--- src/rtl/hword_load_consts.vh ---
// constants for the signed halfword load unit
`ifndef HWORD_LOAD_CONSTS_VH
`define HWORD_LOAD_CONSTS_VH
`define OPC_HWORD_DISP 8'h06
`define OPC_HWORD_INDEXED 8'hc3
`define OPC_WIDTH 8
`define DISP_WIDTH 7
`define DISP_SIGN_BIT 6
`define HWORD_SIGN_BIT 15
`define BYTE_LO_MSB 7
`define BYTE_HI_MSB 15
`define BYTE_HI_LSB 8
`define ADDR_ALIGN_BIT 0
`define ORDER_LITTLE 1'b1
`define LOAD_LATENCY 3
`define ZERO_WORD 32'h00000000
`define ZERO_HALF 16'h0000
`define ZERO_ADDR 32'h00000000
`define ZERO_REGIDX 7'h00
`endif

--- src/rtl/hword_assemble.v ---
// byte ordering and sign extension of a fetched halfword
`timescale 1ns/1ps
`include "hword_load_consts.vh"
module hword_assemble (
  input wire [7:0] byteAtBase,
  input wire [7:0] byteAtNext,
  input wire littleEndian,
  output wire [31:0] extended
);
  wire [15:0] half;
  assign half = littleEndian ? {byteAtNext, byteAtBase} :
                               {byteAtBase, byteAtNext};
  assign extended = {{16{half[`HWORD_SIGN_BIT]}}, half};
endmodule

--- src/rtl/signed_halfword_load_unit.v ---
// data-memory load path for the signed halfword loads
// Overview of operation
// - register-indirect form loads halfword at first source, sign-extends to 32.
// - displacement form address is first source plus signed displacement.
// - indexed form address is first source plus second source.
// - odd address yields any value but never raises an exception.
// - byte order follows the status word byte-order bit.
// - little: base byte is bits 7:0; big: base byte is bits 15:8.
// - true guard writes destination and updates cache status bits.
// - false guard: no write, no cache status update, no side effect.
// - register-indirect is displacement form with zero displacement.
`timescale 1ns/1ps
`include "hword_load_consts.vh"
module signed_halfword_load_unit #(
  parameter REG_IDX_WIDTH = 7
) (
  input wire clk,
  input wire rst_n,
  input wire issueValid,
  input wire [`OPC_WIDTH-1:0] opcode,
  input wire [31:0] firstSourceRegister,
  input wire [31:0] secondSourceRegister,
  input wire [`DISP_WIDTH-1:0] dispModifier,
  input wire guardPresent,
  input wire [31:0] guardValue,
  input wire [REG_IDX_WIDTH-1:0] destIndex,
  input wire byteOrderLittle,
  input wire [7:0] memByteAtBase,
  input wire [7:0] memByteAtNext,
  output reg cacheRead_reg,
  output reg [31:0] cacheAddr_reg,
  output reg writeEnable_reg,
  output reg [REG_IDX_WIDTH-1:0] writeIndex_reg,
  output reg [31:0] writeData_reg
);
  // ***************************************************
  // address generation
  // ***************************************************
  wire [31:0] dispExt;
  wire isIndexed;
  wire guardTrue;
  wire opKnown;
  wire [31:0] addrNext;
  // modifier holds half the even displacement, so scale by two
  assign dispExt = {{(31-`DISP_WIDTH){dispModifier[`DISP_SIGN_BIT]}},
                    dispModifier, 1'b0};
  assign isIndexed = (opcode == `OPC_HWORD_INDEXED);
  assign opKnown = isIndexed || (opcode == `OPC_HWORD_DISP);
  assign guardTrue = !guardPresent || guardValue[0];
  // indirect form arrives with a zero modifier on the same code
  assign addrNext = isIndexed ?
    firstSourceRegister + secondSourceRegister :
    firstSourceRegister + dispExt;

  // ***************************************************
  // pipeline: issue, cache access, write-back
  // ***************************************************
  reg [`LOAD_LATENCY-1:0] stageValid_reg;
  reg [REG_IDX_WIDTH-1:0] idxStage1_reg;
  reg [REG_IDX_WIDTH-1:0] idxStage2_reg;
  reg orderStage1_reg;
  reg orderStage2_reg;
  wire [31:0] assembled;
  wire accept;
  assign accept = issueValid && opKnown && guardTrue;

  hword_assemble hword_assemble_inst (
    .byteAtBase(memByteAtBase),
    .byteAtNext(memByteAtNext),
    .littleEndian(orderStage2_reg),
    .extended(assembled)
  );

  always @(posedge clk or negedge rst_n) begin
    if (!rst_n) begin
      stageValid_reg <= {`LOAD_LATENCY{1'b0}};
      idxStage1_reg <= {REG_IDX_WIDTH{1'b0}};
      idxStage2_reg <= {REG_IDX_WIDTH{1'b0}};
      orderStage1_reg <= `ORDER_LITTLE;
      orderStage2_reg <= `ORDER_LITTLE;
      cacheRead_reg <= 1'b0;
      cacheAddr_reg <= `ZERO_ADDR;
      writeEnable_reg <= 1'b0;
      writeIndex_reg <= {REG_IDX_WIDTH{1'b0}};
      writeData_reg <= `ZERO_WORD;
    end else begin
      // cache status only touched for a true guard
      cacheRead_reg <= accept;
      if (accept) begin
        // no alignment check: odd addresses pass through silently
        cacheAddr_reg <= addrNext;
      end
      stageValid_reg <= {stageValid_reg[`LOAD_LATENCY-2:0], accept};
      idxStage1_reg <= destIndex;
      idxStage2_reg <= idxStage1_reg;
      // order sampled at issue so a later status change cannot tear it
      orderStage1_reg <= byteOrderLittle;
      orderStage2_reg <= orderStage1_reg;
      writeEnable_reg <= stageValid_reg[1];
      writeIndex_reg <= idxStage2_reg;
      if (stageValid_reg[1]) begin
        writeData_reg <= assembled;
      end
    end
  end
endmodule

--- config.mk ---
export PLATFORM = sky130hd
export DESIGN_NAME = signed_halfword_load_unit
export DESIGN_NICKNAME = d
export VERILOG_FILES = /design/src/rtl/hword_assemble.v /design/src/rtl/signed_halfword_load_unit.v
export VERILOG_INCLUDE_DIRS = /design/src /design/src/rtl
export SDC_FILE = /design/constraint.sdc
export NUM_CORES = 1
export LEC_CHECK = 0
export ABC_CLOCK_PERIOD_IN_PS = 2400
export BUFFER_PORTS_ARGS = -buffer_cell sky130_fd_sc_hd__buf_4
export CORE_MARGIN = 3
export CORE_UTILIZATION = 33
export DETAILED_ROUTE_END_ITERATION = 10
export SYNTH_ARGS = -nofsm -noshare
export SYNTH_HDL_FRONTEND = slang
export SYNTH_SLANG_ARGS = --single-unit
--- constraint.sdc ---
create_clock -name clk -period 2.4 [get_ports clk]
set_input_delay 0.72 -clock clk [delete_from_list [all_inputs] [get_ports clk]]
set_output_delay 0.72 -clock clk [all_outputs]
set_load 0.02 [all_outputs]
**Word-level counts from Yosys, hierarchy flattened**

Cells that the tools add are included.

- Add/sub/neg operators: 2
- Equality and inequality tests: 2
- Mux-type cells: 2
- Reductions and logical operators: 5

Operators with widths:

| operator | count |
|---|---|
| $add 32x32->32 | 2 |
| $mux 32 | 1 |
| $mux 16 | 1 |
| $eq 8x3->1 const B | 1 |
| $eq 8x8->1 const B | 1 |
| $logic_and 1x1->1 | 2 |
| $logic_or 1x1->1 | 2 |
| $logic_not 1->1 | 1 |

- Register bits after elaboration: 75
- Input bits: 139
- Output and inout bits: 73
- Word-level logic and storage cells: 21

**Longest topological paths before layout**

- Depth in word-level cells: 4
- Gate-level depth with buffers: 13
- Gate-level depth less buffers: 13

**By module**

From an unflattened synthesis, not the netlist that was laid out.

- Cells, all modules: 738
- Area total of the unflattened synthesis: 6877.8 µm²

Modules (own cells, without submodules):

| module | times used | cells an instance | area an instance (µm²) | seq. area each (µm²) |
|---|---|---|---|---|
| signed_halfword_load_unit | 1 | 704 | 6508.7 | 2254.7 |
| hword_assemble | 1 | 34 | 369.1 | 0.0 |

**Worst setup path before layout**

Ideal clock, no wire load.

- Path kind: in2reg
- Start point: input port firstSourceRegister[0]
- End point: register cacheAddr_reg[28]
- Setup time: 79 ps
- Data arrival time: 3210 ps
- Required time: 2321 ps
- Setup slack: -889 ps
- Stages: 12
- Cell sequence: ha_1 fa_1 a211oi_1 nor2_1 a311oi_2 o31ai_1 a221o_1 a21o_1 a211oi_2 xnor2_1 nand2_1 a2bb2oi_1

- Word-level cells in the longest chain between the ends: 2
- Elaborated cells between the ends (all ways): 3

RTL lines:

| item | line | text |
|---|---|---|
| start: declaration | signed_halfword_load_unit.v:21 | `input wire [31:0] firstSourceRegister,` |
| $add 32x32->32 (on tied branches) | signed_halfword_load_unit.v:53, signed_halfword_load_unit.v:52 |  |
| $mux 32 (*) | signed_halfword_load_unit.v:51 | `assign addrNext = isIndexed ?` |
| end signal: assignment | signed_halfword_load_unit.v:82 | `` cacheAddr_reg <= `ZERO_ADDR; `` |
| end signal: assignment | signed_halfword_load_unit.v:91 | `cacheAddr_reg <= addrNext;` |
| end: declaration | signed_halfword_load_unit.v:31 | `output reg [31:0] cacheAddr_reg,` |

Every way passes the cells marked *; elsewhere a longest branch is shown, timed or not.
A chain may end at the register's enable or synchronous reset.

**Worst setup path after layout**

Ends and elaborated chain as after synthesis.

==> flow_metrics.tcl <==
set metrics [dict create \
    vias 6357 \
    finish.utilization_pct 57.4 \
    synthDistinctLibCells 62 \
    drc_errors 0 \
    holdBufCountCts 0 \
    port-buffer-count 180 \
    synth_cells 702 \
    drv_cap 0 \
    stdcell_count 1284 \
    fin_setup_tns_ns -6.84 \
    place_inst 1245 \
    n_antenna_cell 0 \
    grt_antenna_before_repair 0 \
    rsz0062_at_grt "yes" \
    ff2ff_setup_slack_ns 1.03 \
    layout_setup_ws_ns -0.552 \
    arrival_ns 3.21 \
    syn_area_per_cell_um2 8.59 \
    hold_class "in -> async" \
    synth_nets 904 \
    r2r_end "writeData_reg[9]" \
    rr_worst_depth 2 \
    clock-root-buffer "clkbuf_16" \
    critical_path.startpoint_type "primary input" \
    power_leakage_nw 4.87 \
    grt_pass1_wl_um 31900 \
    status "finished with violations" \
    synth_top_cell_area_share_pct 29.9 \
    final_common_cell "buf_4" \
    first_pass_iters 5 \
    slew_viol_final 0 \
    track_usage_pct 19.7 \
    worst_pin_slew_ns 0.497 \
    area_delta_synth_final_pct 67.4 \
    clock-sinks 74 \
    hold_violations 0 \
    synth-edff-count 0 \
    max_freq_mhz 339 \
    period_minus_slack_ns 2.95 \
    wire_per_inst_um 15.8 \
    coreArea_um2 17600 \
    ys_ff_latch 74 \
    drt-initial-drc-count 300 \
    fp.dieH_um 141 \
    fin_crit_sh_pct 123 \
    place_area_um2 8950 \
    avgViaCountPerCell 4.95 \
    cp-end-kind "register" \
    largest_register_ff_count 32 \
    h-tree-depth 3 \
    synthArstFlopShare_pct 100 \
    powerDensity_nw_per_um2 491 \
    netlist_area_um2 6030 \
    grt_overflow 0 \
    initial_core_util_pct 34.3 \
    mostFrequentLayoutCells "buf_4 (358), dfrtp_1 (72), nand2_1 (63)" \
    place_ws_ns -1.01 \
    grt_pass1_vias 6282 \
    worst_slew_margin_rel_pct 66.4 \
    peakVddDrop_mv 0.285 \
    synth_top_area_cell "dfrtp_1" \
    cts_buffer_depth 2 \
    synth.top_cells.by_area "dfrtp_1 (30%), ha_1 (13%), a21oi_1 (6.1%)" \
    drive_above_1_share_pct 47.6 \
    finalClockSkew_ns 0.00652 \
    hpwl_um 16000 \
    stdcell_area_um2 10100 \
    finalSetupViolCount 19 \
    r2r-start "orderStage2_reg" \
    drt_wl_total_um 20300 \
    ys_seq_area_share_pct 30.7 \
    fin_nets 1256 \
    fp.dieW_um 141 \
    cts_tree "yes" \
    synthFlopType "dfrtp_1" \
    clk_pin_slew_ns 0.07 \
    worstPathRequired_ns 2.66 \
    grt_max_degree 42 \
    rows 48 \
    cts_buffers 9 \
    yosysWarnings 0 \
    ios 212 \
    path_class "in -> reg" \
    clk_latency_ns 0.33 \
    die_area_um2 19900 \
    antenna_left 0 \
    failed_checks "setup timing" \
    crit_fanout 3 \
    place_congestion 0.879 \
]
## per-stage QoR
step | hold slack (ns) | power (mW)
after floorplan | 0.331 | 2.43
after global placement | 0.331 | 3.30
final | 0.278 | 4.96
after detailed placement | 0.335 | 3.31
after global routing | 0.292 | 5.26
after CTS | 0.279 | 4.88
## critical path, cell delays in order
cell and delay [ns]:
buf_8 0.10, ha_4 0.15, fa_2 0.35, a211oi_2 0.21
nor2_2 0.08, a311oi_2 0.20, buf_4 0.18, o31ai_4 0.06
a221o_1 0.32, a21o_1 0.20, a211oi_2 0.26, xnor2_1 0.16
nand2_1 0.10, a2bb2oi_2 0.12
## power breakdown
part	total (mW)	switching (mW)	internal (mW)
logic	2.17	1.05	1.12
clock network	1.39	0.565	0.825
registers	1.40	0.0626	1.34
total	4.96	1.67	3.29
## Yosys cell counts, types with 4 or more instances
cell	number
nor2_1	70
clkbuf_1	23
xor2_1	20
nand4_1	6
inv_1	15
o21bai_1	10
nor3_1	13
nand2b_1	10
a31oi_1	10
nand3_1	14
a21o_1	31
a211oi_2	4
mux2i_1	19
a211oi_1	11
a21oi_1	74
dfrtp_1	72
nor2b_1	7
buf_4	18
o21a_1	6
o21ai_0	50
nand2_1	67
ha_1	61
xnor2_1	31
## layer usage
layer,track usage [%],share of wire [%],up-vias
met1,26.9,46,2913
met3,3.53,5.8,20
met5,0,0,-
met4,4.74,1.9,0
li1,-,-,3242
met2,32.4,46,182
## area by class of cell
| cell class | count | area, um2 |
|---|---|---|
| Fill cell | 1584 | 7500 |
| Multi-Input combinational cell | 571 | 4580 |
| Timing Repair Buffer | 382 | 3020 |
| Sequential cell | 74 | 1850 |
| Tap cell | 225 | 282 |
| Clock buffer | 9 | 225 |
| Clock inverter | 7 | 85.1 |
| Inverter | 16 | 60.1 |
## worst max path at each step
| stage | from | end | slack (ns) |
|---|---|---|---|
| finish | firstSourceRegister[0] | cacheAddr_reg[28] | -0.55 |
| global route | firstSourceRegister[0] | cacheAddr_reg[28] | -0.64 |
| CTS | firstSourceRegister[0] | cacheAddr_reg[28] | -0.57 |
| detailed placement | dispModifier[6] | cacheAddr_reg[31] | -1.01 |
| global placement | dispModifier[6] | cacheAddr_reg[31] | -0.96 |
| floorplan | firstSourceRegister[0] | cacheAddr_reg[28] | -0.60 |
## cell families after synthesis
kind of cell / count (synthesis) / synth area share (%)
simple gates: 203 / 15.2
buf+inv: 57 / 4.67
mux: 19 / 3.15
xor+xnor: 51 / 7.40
fa+ha+maj: 63 / 13.3
compound gates: 235 / 25.5
flops: 74 / 30.7
## repair_timing
item / CTS / global route
gates cloned: 1 / 0
pin swaps: 65 / 59
gates resized for setup: 88 / 50
endpoints found under the setup margin: 22 / 25
setup buffers: 11 / 11
Note: power is estimated with default switching activity, not from simulation.
